**src/shared/fwdb_pkg.sv**
```systemverilog
// Constants and types for the firmware download serial bridge
package fwdb_pkg;
    localparam int CLK_HZ = 10_000_000;
    localparam int BAUD = 115_200;
    localparam int BIT_CYC = CLK_HZ / BAUD;
    localparam int HALF_CYC = BIT_CYC / 2;
    localparam logic [15:0] BIT_CNT = 16'(BIT_CYC - 1);
    localparam logic [15:0] HALF_CNT = 16'(HALF_CYC - 1);
    localparam logic [3:0] DATA_BITS = 4'h8;
    localparam logic [3:0] LAST_BIT = 4'h9;
    localparam int SUPPLY_MS = 100;
    localparam int TX_HIGH_MS = 50;
    localparam int PD_HOLD_MS = 3500;
    localparam int MS_CYC = CLK_HZ / 1000;
    localparam int FIFO_AW = 3;
    localparam int FIFO_DEPTH = 8;
    localparam logic [FIFO_AW:0] FIFO_FULL = 4'h8;
    typedef enum logic [2:0] {
        FWDB_IDLE = 3'b000,
        FWDB_RELAY = 3'b001,
        FWDB_PD_HOLD = 3'b010,
        FWDB_IGN = 3'b011
    } fwdb_mode_t;
endpackage

```
**src/fwdb_bridge.sv**
```systemverilog
// Host-side relay and control for reloading module firmware over serial
// What this block does
// - Module transmit line held high for 50 ms after supply rise, only when the supply rises in relay mode.
// - Transfer starts only after module completes its internal reset.
// - Relay PC receive to module transmit, module receive to PC transmit.
// - Forward each character with minimal latency at full rate.
// - Ports run at 115200 baud only.
// - Ignition released when DTR inactive, driven low when active.
// - Relay must run before the PC starts the transfer.
// - Power module off, start relay, then start PC transfer.
// - Restart: power-down low at least 3.5 s, then ignition.
// - Service connector takes module lines whenever plugged in, except during restart.
// - Own receivers idle and ignore input while connector used; transmitters drain buffered characters.
// - Allow for line driver inversion when reading line states.
`timescale 1ns/1ps
module fwdb_bridge #(
    parameter int SUPPLY_TO_CYC = fwdb_pkg::SUPPLY_MS * fwdb_pkg::MS_CYC,
    parameter int TX_HIGH_CYC = fwdb_pkg::TX_HIGH_MS * fwdb_pkg::MS_CYC,
    parameter int PD_HOLD_CYC = fwdb_pkg::PD_HOLD_MS * fwdb_pkg::MS_CYC,
    parameter logic INVERT_PC = 1'b0
) (
    input wire logic i_clk,
    input wire logic i_rst,
    input wire logic i_relay_en,
    input wire logic i_restart,
    input wire logic i_pc_rx,
    input wire logic i_pc_dtr,
    output logic o_pc_tx,
    input wire logic i_mod_rx,
    output logic o_mod_tx,
    output logic o_ign_out,
    output logic o_ign_oe,
    output logic o_pd_out,
    output logic o_pd_oe,
    input wire logic i_mod_vdd,
    input wire logic i_svc_plugged,
    output logic o_relay_active,
    output logic o_supply_fault,
    output logic o_overflow
);
    import fwdb_pkg::*;

    typedef struct packed {
        logic [1:0] pc_rx_s;
        logic [1:0] mod_rx_s;
        logic [1:0] dtr_s;
        logic [1:0] vdd_s;
        logic [1:0] svc_s;
        logic vdd_d;
        fwdb_mode_t mode;
        logic [31:0] tmr;
        logic [31:0] tx_tmr;
        logic ign_low;
        logic pd_low;
        logic fault;
        logic ovf;
        logic [1:0] rx_busy;
        logic [1:0][15:0] rx_cnt;
        logic [1:0][3:0] rx_bit;
        logic [1:0][7:0] rx_sh;
        logic [1:0] tx_busy;
        logic [1:0][15:0] tx_cnt;
        logic [1:0][3:0] tx_bit;
        logic [1:0][9:0] tx_sh;
        logic [1:0] tx_line;
        logic [1:0][FIFO_DEPTH-1:0][7:0] mem;
        logic [1:0][FIFO_AW:0] wp;
        logic [1:0][FIFO_AW:0] rp;
    } fwdb_state_t;

    fwdb_state_t st_reg;
    fwdb_state_t st_next;
    logic [1:0] rx_line;
    logic relay_on;

    assign rx_line[0] = st_reg.pc_rx_s[1] ^ INVERT_PC;
    assign rx_line[1] = st_reg.mod_rx_s[1];
    assign relay_on = (st_reg.mode == FWDB_RELAY) && !st_reg.svc_s[1];

    always_comb begin
        st_next = st_reg;
        st_next.pc_rx_s = {st_reg.pc_rx_s[0], i_pc_rx};
        st_next.mod_rx_s = {st_reg.mod_rx_s[0], i_mod_rx};
        st_next.dtr_s = {st_reg.dtr_s[0], i_pc_dtr};
        st_next.vdd_s = {st_reg.vdd_s[0], i_mod_vdd};
        st_next.svc_s = {st_reg.svc_s[0], i_svc_plugged};
        st_next.vdd_d = st_reg.vdd_s[1];
        if (st_reg.tmr != 32'h0000_0000) begin
            st_next.tmr = st_reg.tmr - 32'h0000_0001;
        end
        if (st_reg.tx_tmr != 32'h0000_0000) begin
            st_next.tx_tmr = st_reg.tx_tmr - 32'h0000_0001;
        end
        case (st_reg.mode)
            FWDB_IDLE: begin
                st_next.ign_low = 1'b0;
                st_next.pd_low = 1'b0;
                if (i_relay_en) begin
                    st_next.mode = FWDB_RELAY;
                end else if (i_restart) begin
                    st_next.mode = FWDB_PD_HOLD;
                    st_next.tmr = 32'(PD_HOLD_CYC);
                end
            end
            FWDB_RELAY: begin
                st_next.ign_low = st_reg.dtr_s[1] ^ INVERT_PC;
                if (st_reg.svc_s[1]) begin
                    st_next.ign_low = 1'b0;
                end
                if (st_next.ign_low && !st_reg.ign_low) begin
                    st_next.tmr = 32'(SUPPLY_TO_CYC);
                end
                if (st_reg.ign_low && st_reg.tmr == 32'h0000_0001 && !st_reg.vdd_s[1]) begin
                    st_next.fault = 1'b1;
                end
                // hold line high after supply rise
                if (st_reg.vdd_s[1] && !st_reg.vdd_d) begin
                    st_next.tx_tmr = 32'(TX_HIGH_CYC);
                end
                if (!i_relay_en) begin
                    st_next.mode = FWDB_IDLE;
                end
            end
            FWDB_PD_HOLD: begin
                st_next.pd_low = 1'b1;
                if (st_reg.tmr == 32'h0000_0000 && st_reg.pd_low) begin
                    st_next.pd_low = 1'b0;
                    st_next.ign_low = 1'b1;
                    st_next.mode = FWDB_IGN;
                    st_next.tmr = 32'(SUPPLY_TO_CYC);
                end
            end
            FWDB_IGN: begin
                if (st_reg.tmr == 32'h0000_0000) begin
                    st_next.ign_low = 1'b0;
                    st_next.mode = FWDB_IDLE;
                end
            end
            default: begin
                st_next.mode = FWDB_IDLE;
            end
        endcase
        for (int l = 0; l < 2; l++) begin
            // 8N1 receiver, idle when connector plugged
            if (!relay_on) begin
                st_next.rx_busy[l] = 1'b0;
            end else if (!st_reg.rx_busy[l]) begin
                if (!rx_line[l]) begin
                    st_next.rx_busy[l] = 1'b1;
                    st_next.rx_cnt[l] = HALF_CNT;
                    st_next.rx_bit[l] = 4'h0;
                end
            end else if (st_reg.rx_cnt[l] != 16'h0000) begin
                st_next.rx_cnt[l] = st_reg.rx_cnt[l] - 16'h0001;
            end else begin
                st_next.rx_cnt[l] = BIT_CNT;
                st_next.rx_bit[l] = st_reg.rx_bit[l] + 4'h1;
                if (st_reg.rx_bit[l] == 4'h0 && rx_line[l]) begin
                    st_next.rx_busy[l] = 1'b0;
                end else if (st_reg.rx_bit[l] != 4'h0 && st_reg.rx_bit[l] <= DATA_BITS) begin
                    st_next.rx_sh[l] = {rx_line[l], st_reg.rx_sh[l][7:1]};
                end else if (st_reg.rx_bit[l] == LAST_BIT) begin
                    st_next.rx_busy[l] = 1'b0;
                    if (rx_line[l] && (st_reg.wp[l] - st_reg.rp[l]) != FIFO_FULL) begin
                        st_next.mem[l][st_reg.wp[l][FIFO_AW-1:0]] = st_reg.rx_sh[l];
                        st_next.wp[l] = st_reg.wp[l] + 4'h1;
                    end else if (rx_line[l]) begin
                        st_next.ovf = 1'b1;
                    end
                end
            end
            // forward to opposite port, start at once
            if (!st_reg.tx_busy[l]) begin
                st_next.tx_line[l] = 1'b1;
                if (st_reg.wp[l] != st_reg.rp[l]) begin
                    st_next.tx_busy[l] = 1'b1;
                    st_next.tx_sh[l] = {1'b1, st_reg.mem[l][st_reg.rp[l][FIFO_AW-1:0]], 1'b0};
                    st_next.rp[l] = st_reg.rp[l] + 4'h1;
                    st_next.tx_cnt[l] = BIT_CNT;
                    st_next.tx_bit[l] = 4'h0;
                end
            end else begin
                st_next.tx_line[l] = st_reg.tx_sh[l][0];
                if (st_reg.tx_cnt[l] != 16'h0000) begin
                    st_next.tx_cnt[l] = st_reg.tx_cnt[l] - 16'h0001;
                end else begin
                    st_next.tx_cnt[l] = BIT_CNT;
                    st_next.tx_sh[l] = {1'b1, st_reg.tx_sh[l][9:1]};
                    st_next.tx_bit[l] = st_reg.tx_bit[l] + 4'h1;
                    if (st_reg.tx_bit[l] == LAST_BIT) begin
                        st_next.tx_busy[l] = 1'b0;
                    end
                end
            end
        end
    end

    always_ff @(posedge i_clk or posedge i_rst) begin
        if (i_rst) begin
            st_reg <= '0;
            st_reg.pc_rx_s <= 2'h3;
            st_reg.mod_rx_s <= 2'h3;
            st_reg.tx_line <= 2'h3;
        end else begin
            st_reg <= st_next;
        end
    end

    // Lane 0 carries PC data to the module, lane 1 the reverse
    assign o_pc_tx = st_reg.tx_line[1] ^ INVERT_PC;
    // transmit line forced high in boot window
    assign o_mod_tx = st_reg.tx_line[0] | (st_reg.tx_tmr != 32'h0000_0000);
    assign o_ign_out = 1'b0;
    assign o_ign_oe = st_reg.ign_low;
    assign o_pd_out = 1'b0;
    assign o_pd_oe = st_reg.pd_low;
    assign o_relay_active = relay_on;
    assign o_supply_fault = st_reg.fault;
    assign o_overflow = st_reg.ovf;

    // Full flag per lane, only for the overflow check
    logic [1:0] lane_full;
    for (genvar g = 0; g < 2; g++) begin : g_lane_full
        assign lane_full[g] = (st_reg.wp[g] - st_reg.rp[g]) == FIFO_FULL;
    end
endmodule

```
**config.mk**
```make
export PLATFORM = sky130hd
export DESIGN_NAME = fwdb_bridge
export DESIGN_NICKNAME = d
export VERILOG_FILES = /design/src/shared/fwdb_pkg.sv /design/src/fwdb_bridge.sv
export SDC_FILE = /design/constraint.sdc
export NUM_CORES = 1
export LEC_CHECK = 0
export BUFFER_PORTS_ARGS = -buffer_cell sky130_fd_sc_hd__buf_2
export CAP_MARGIN = 30
export CORE_MARGIN = 2
export CORE_UTILIZATION = 52
export CTS_BUF_LIST = sky130_fd_sc_hd__clkbuf_8 sky130_fd_sc_hd__clkbuf_16
export DETAILED_ROUTE_END_ITERATION = 16
export PLACE_DENSITY = 0.68
export SYNTH_ARGS = -nofsm -noshare
export SYNTH_HDL_FRONTEND = slang
export SYNTH_SLANG_ARGS = --single-unit
```
**constraint.sdc**
```tcl
create_clock -name i_clk -period 27.1 [get_ports i_clk]
set_input_delay 2.71 -clock i_clk [delete_from_list [all_inputs] [get_ports i_clk]]
set_output_delay 2.71 -clock i_clk [all_outputs]
set_load 0.02 [all_outputs]
```
# ---- After elaboration in Yosys (flattened, before gate mapping)
# Cells that the tools add are included.
dict set report classes {
  n_bitwise 9
  n_mux 96
  shift 0
  div_mod_pow 0
  magnitude_cmp 8
  add_sub_neg 16
  n_reduce_logical 49
  multipliers 0
  n_eq_ne 22
}
# operator count
set ops {}
lappend ops {{2-to-1 mux 16 bit} 12}
lappend ops {{2-to-1 mux 32 bit} 6}
lappend ops {{bitwise mux 64 bit} 2}
lappend ops {{one-hot mux 32 bit (3 select lines)} 1}
lappend ops {{2-to-1 mux 35 bit} 2}
lappend ops {{nonzero test 16 bit} 4}
lappend ops {{nonzero test 32 bit} 2}
lappend ops {{subtractor 16 x 1 -> 16 bit, second input constant} 4}
lappend ops {{subtractor 32 x 1 -> 32 bit, second input constant} 2}
lappend ops {{2-to-1 mux 10 bit} 6}
lappend ops {{binary-select mux 8 bit (select 3 bit)} 2}
lappend ops {{demux 8 bit (select 3 bit)} 2}
lappend ops {{2-to-1 mux 4 bit} 12}
lappend ops {{2-to-1 mux 1 bit} 37}
lappend ops {{adder 4 x 1 -> 4 bit, second input constant} 8}
lappend ops {{equality test 32 x 1 -> 1 bit, second input constant} 1}
lappend ops {{zero test 32 bit} 1}
lappend ops {{2-to-1 mux 8 bit} 4}
lappend ops {{!= test 2 bit, second input constant} 9}
lappend ops {{equality test 4 bit, second input constant} 4}
lappend ops {{< comparator 3 x 4 -> 1 bit, second input constant} 4}
lappend ops {{logical AND 1 bit} 14}
lappend ops {{AND reduction 2 bit} 7}
lappend ops {{AND reduction 7 bit} 2}
lappend ops {{23 further kinds} 52}
dict set report totals {
  rom_bits 0
  mem_bits_rw 0
  memories 0
  word_cells 248
  reg_bits 348
  latchBits 0
  output_inout_bits 9
}

# ---- Logic depth before layout (Yosys ltp)
dict set report depth {
  depth_word 18
  mapped_depth 11
  ltp_nobuf 8
}

# ---- Worst setup path before layout
# Ideal clock, no wire load.
dict set report synth_timing {
  path_type {register -> output}
  start {reg st_reg[296] (netlist bit)}
  end {out o_mod_tx}
  setup_slack_ps 22295
  n_path_buf 3
  required_time_ps 24390
  arrival_time_ps 2095
  path_stages_with_launch 8
  path_cell_list {dfrtp_1 or4_1 clkbuf_1 and4b_1 clkbuf_1 and3_1 clkbuf_1 nand2b_1}
}
dict set report synth_between {
  elab_chain_cells 2
}
# element line
set synth_rtl {}
lappend synth_rtl {{start, declared} fwdb_bridge.sv:71} ;# fwdb_state_t st_reg;
lappend synth_rtl {{start signal, assigned} fwdb_bridge.sv:205} ;# st_reg <= st_next;
lappend synth_rtl {{nonzero test 32 bit} fwdb_bridge.sv:212} ;# assign o_mod_tx = st_reg.tx_line[0] | (st_reg.tx_tmr != 32'h0000_0000);
lappend synth_rtl {{OR 1 bit} fwdb_bridge.sv:212}
lappend synth_rtl {{end, declared} fwdb_bridge.sv:30} ;# output logic o_mod_tx,
# No other way between the ends.

# ---- Final worst setup path
# Same ends and word-level chain as after synthesis.

==> results.yml <==
outcome:
  status: "complete, no violations"
sta:
  slew_headroom_pct: 29.5
  fmax_mhz: 182
  hold_ws_ns: 0.346
  rsz0062_at_grt: "false"
  finalHoldViolCount: 0
  final.period_utilization_pct: 20.2
  fin_ws_ns: 21.62
  drv_slew: 0
  timing.setup.tns_ns: 0
  clock_skew_ns: 0.0257
  fin_crit_ns: 5.48
  worst_pin_slew_ns: 1.06
  setup-violations-final: 0
yosys:
  syn_area_per_cell_um2: 11.2
  synth_xor_area_share_pct: 2.62
  synth_largest_area_cell: "dfrtp_1"
  synth_ff_type: "dfrtp_1"
  ys_types: 79
  yosys_warnings: 0
  synthArstFlopShare_pct: 100
  synth_top_area_share_pct: 49.2
  synth-seq-cells: 347
  synthTopCellsByArea: "dfrtp_1 49%, mux2_2 9.7%, mux4_2 4.2%"
  synth_cells: 1550
  synth_top_family_by_area: "simple AND/OR/NAND/NOR gates"
  synth_area_um2: 17400
  synthSimpleGateAreaFrac_pct: 16.7
  synth_mux_area_share_pct: 14.2
  synth_compound_area_share_pct: 10.8
  synthAdderAreaFrac_pct: 2.59
  synth-seq-area-share_pct: 50.1
  synth-edff-count: 0
setup_path:
  path_class: "flip-flop to primary output"
  start_kind: "flip-flop"
  r2r-end: "st_reg[75]"
  cp-end-kind: "primary output"
  crit_fanout: 10
  crit_arrival_ns: 2.77
  crit_required_ns: 24.39
  reg2reg_slack_ns: 23.43
  r2r-start: "st_reg[2]"
  rr_worst_depth: 6
min_path:
  hold_depth: 0
  min-delay-start: "st_next[339]"
  hold_path_end: "st_reg[339]"
  hp-class: "flip-flop to flip-flop"
route:
  first_iter_violations: 782
  wirelength_um: 36300
  antenna_left: 0
  wl_per_cell_um: 18.0
  via_per_inst: 6.05
  drt_pre_antenna_iters: 5
  drc_errors: 0
  route.vias.total: 12200
final_layout:
  final_util_pct: 58.8
  final_nets: 1582
  largest_register_ffs: 334
  fin_area_um2: 19200
  num_antenna_cells: 0
  drive_gt1_share_pct: 21.0
  synthToLayoutAreaGrowth_pct: 10.8
  instances_no_fill: 2010
power:
  p_total_mw: 1.10
  peakVddDrop_mv: 0.0484
  p_leak_nw: 8.99
  cellPowerDensity_nw_per_um2: 57.2
global_route:
  grt_overflow: 0
  grt_pass1_wl_um: 61900
  grt_pass1_vias: 12100
  grtUsageTotal_pct: 21.2
  grt_max_degree: 202
  antenna_found_initial: 0
floorplanning:
  initial_utilization_pct: 53.1
  dieArea_um2: 34900
  core_area_um2: 32700
  die_width_um: 187
  ios: 18
  rows: 66
  die_h_um: 187
clock_tree:
  postCtsHoldBufs: 0
  h-tree-depth: 2
  cts_tree: "built"
  cts.sinks: 347
  clkTransAtPathRegs_ns: 0.06
  cts_buffer_depth: 3
  cts_buffers: 40
  post_cts_resize_count: 0
  clk_latency_ns: 0.54
  postCtsSetupRepairBufs: 0
  cts-root-buf: "clkbuf_16"
placed_design:
  globalplace.congestion: 0.811
  dpl.cell_count: 1937
  dp_slack_ns: 22.18
  placed_area_um2: 17800
  hpwl_um: 23100
  io_buffers: 15
job:
  drv_cap: 0
-- where the power goes --
part	switching [mW]	leakage [nW]	internal, mW
logic	0.0106	3.62	0.00154
registers	0.000565	4.66	0.519
clock network	0.215	0.711	0.354
total	0.226	8.99	0.875
-- critical path, cell delays in order, from the launching register on --
cell	delay [ns]
dfrtp_1	0.40
or4_1	0.65
and4b_1	0.46
and3_1	0.47
nand2b_1	0.09
buf_2	0.17
-- logic make-up after synthesis --
group,after synthesis
multiplexers,187
AND/OR/NAND/NOR,510
other,1
flip-flops,347
AO/OA/AOI/OAI,283
XOR/XNOR,52
buffers and inverters,134
adder cells (fa/ha/maj),36
-- per-layer routing --
layer	wire length [um]	part of all wire [%]	up-vias	track usage, %
li1	-	-	5712	-
met1	17300	48	6155	31.3
met2	16800	46	245	33.1
met3	1420	3.9	53	3.03
met4	654	1.8	0	5.22
met5	0	0	-	0
-- placed cells by master (no fill, tap or decap), types with 22 or more instances in the layout --
cell	n
nand2b_1	28
nand3_1	38
nor2_1	94
nor3_1	41
mux2_2	149
inv_1	51
ha_1	36
a31oi_1	25
or4_1	29
nand4_1	22
nand2_1	109
clkbuf_16	41
mux4_2	32
xnor2_1	39
or3_1	35
dfrtp_1	341
a21oi_1	74
o21ai_0	62
nor4_1	25
-- layout make-up --
| type | instances | area, um2 |
|---|---|---|
| Multi-Input combinational cell | 1070 | 8150 |
| Timing Repair Buffer | 29 | 230 |
| Fill cell | 2732 | 13500 |
| Sequential cell | 347 | 8690 |
| Inverter | 49 | 191 |
| Tap cell | 442 | 553 |
| Clock inverter | 21 | 245 |
| Clock buffer | 52 | 1180 |
-- worst max-delay path by stage --
stage	from	endpoint
6_report	st_reg[296]	o_mod_tx
5_1_grt	st_reg[284]	o_mod_tx
4_1_cts	st_reg[294]	o_mod_tx
3_5_place_dp	st_reg[294]	o_mod_tx
3_3_place_gp	st_reg[284]	o_mod_tx
2_1_floorplan	i_rst	o_ign_oe
-- cells in the mapped netlist, types with 6 or more instances --
cell      instances
buf_1            21
o41ai_1          13
dfrtp_1         341
nor4_1           26
dfstp_2           6
xor2_1           13
nand2_1         109
a221o_1          18
and2_1            6
mux4_2           32
nand2b_1         28
nor2b_1           8
or4_1            29
clkbuf_1         53
xnor2_1          39
nand4_1          22
nor3_1           41
nor2_1           94
o211ai_1          6
o21ai_0          63
inv_1            47
a21oi_1          74
mux2_2          149
a21o_1           10
nand3b_1          7
ha_1             36
or2_2             7
and3_1           11
o311ai_0         13
a211oi_1          6
or3_1            35
o31ai_1          18
nand3_1          38
a31oi_1          25
nand4_2           7
buf_2             8
mux2i_1           6
or4b_2            6
Note: power is estimated with default switching activity, not from simulation.
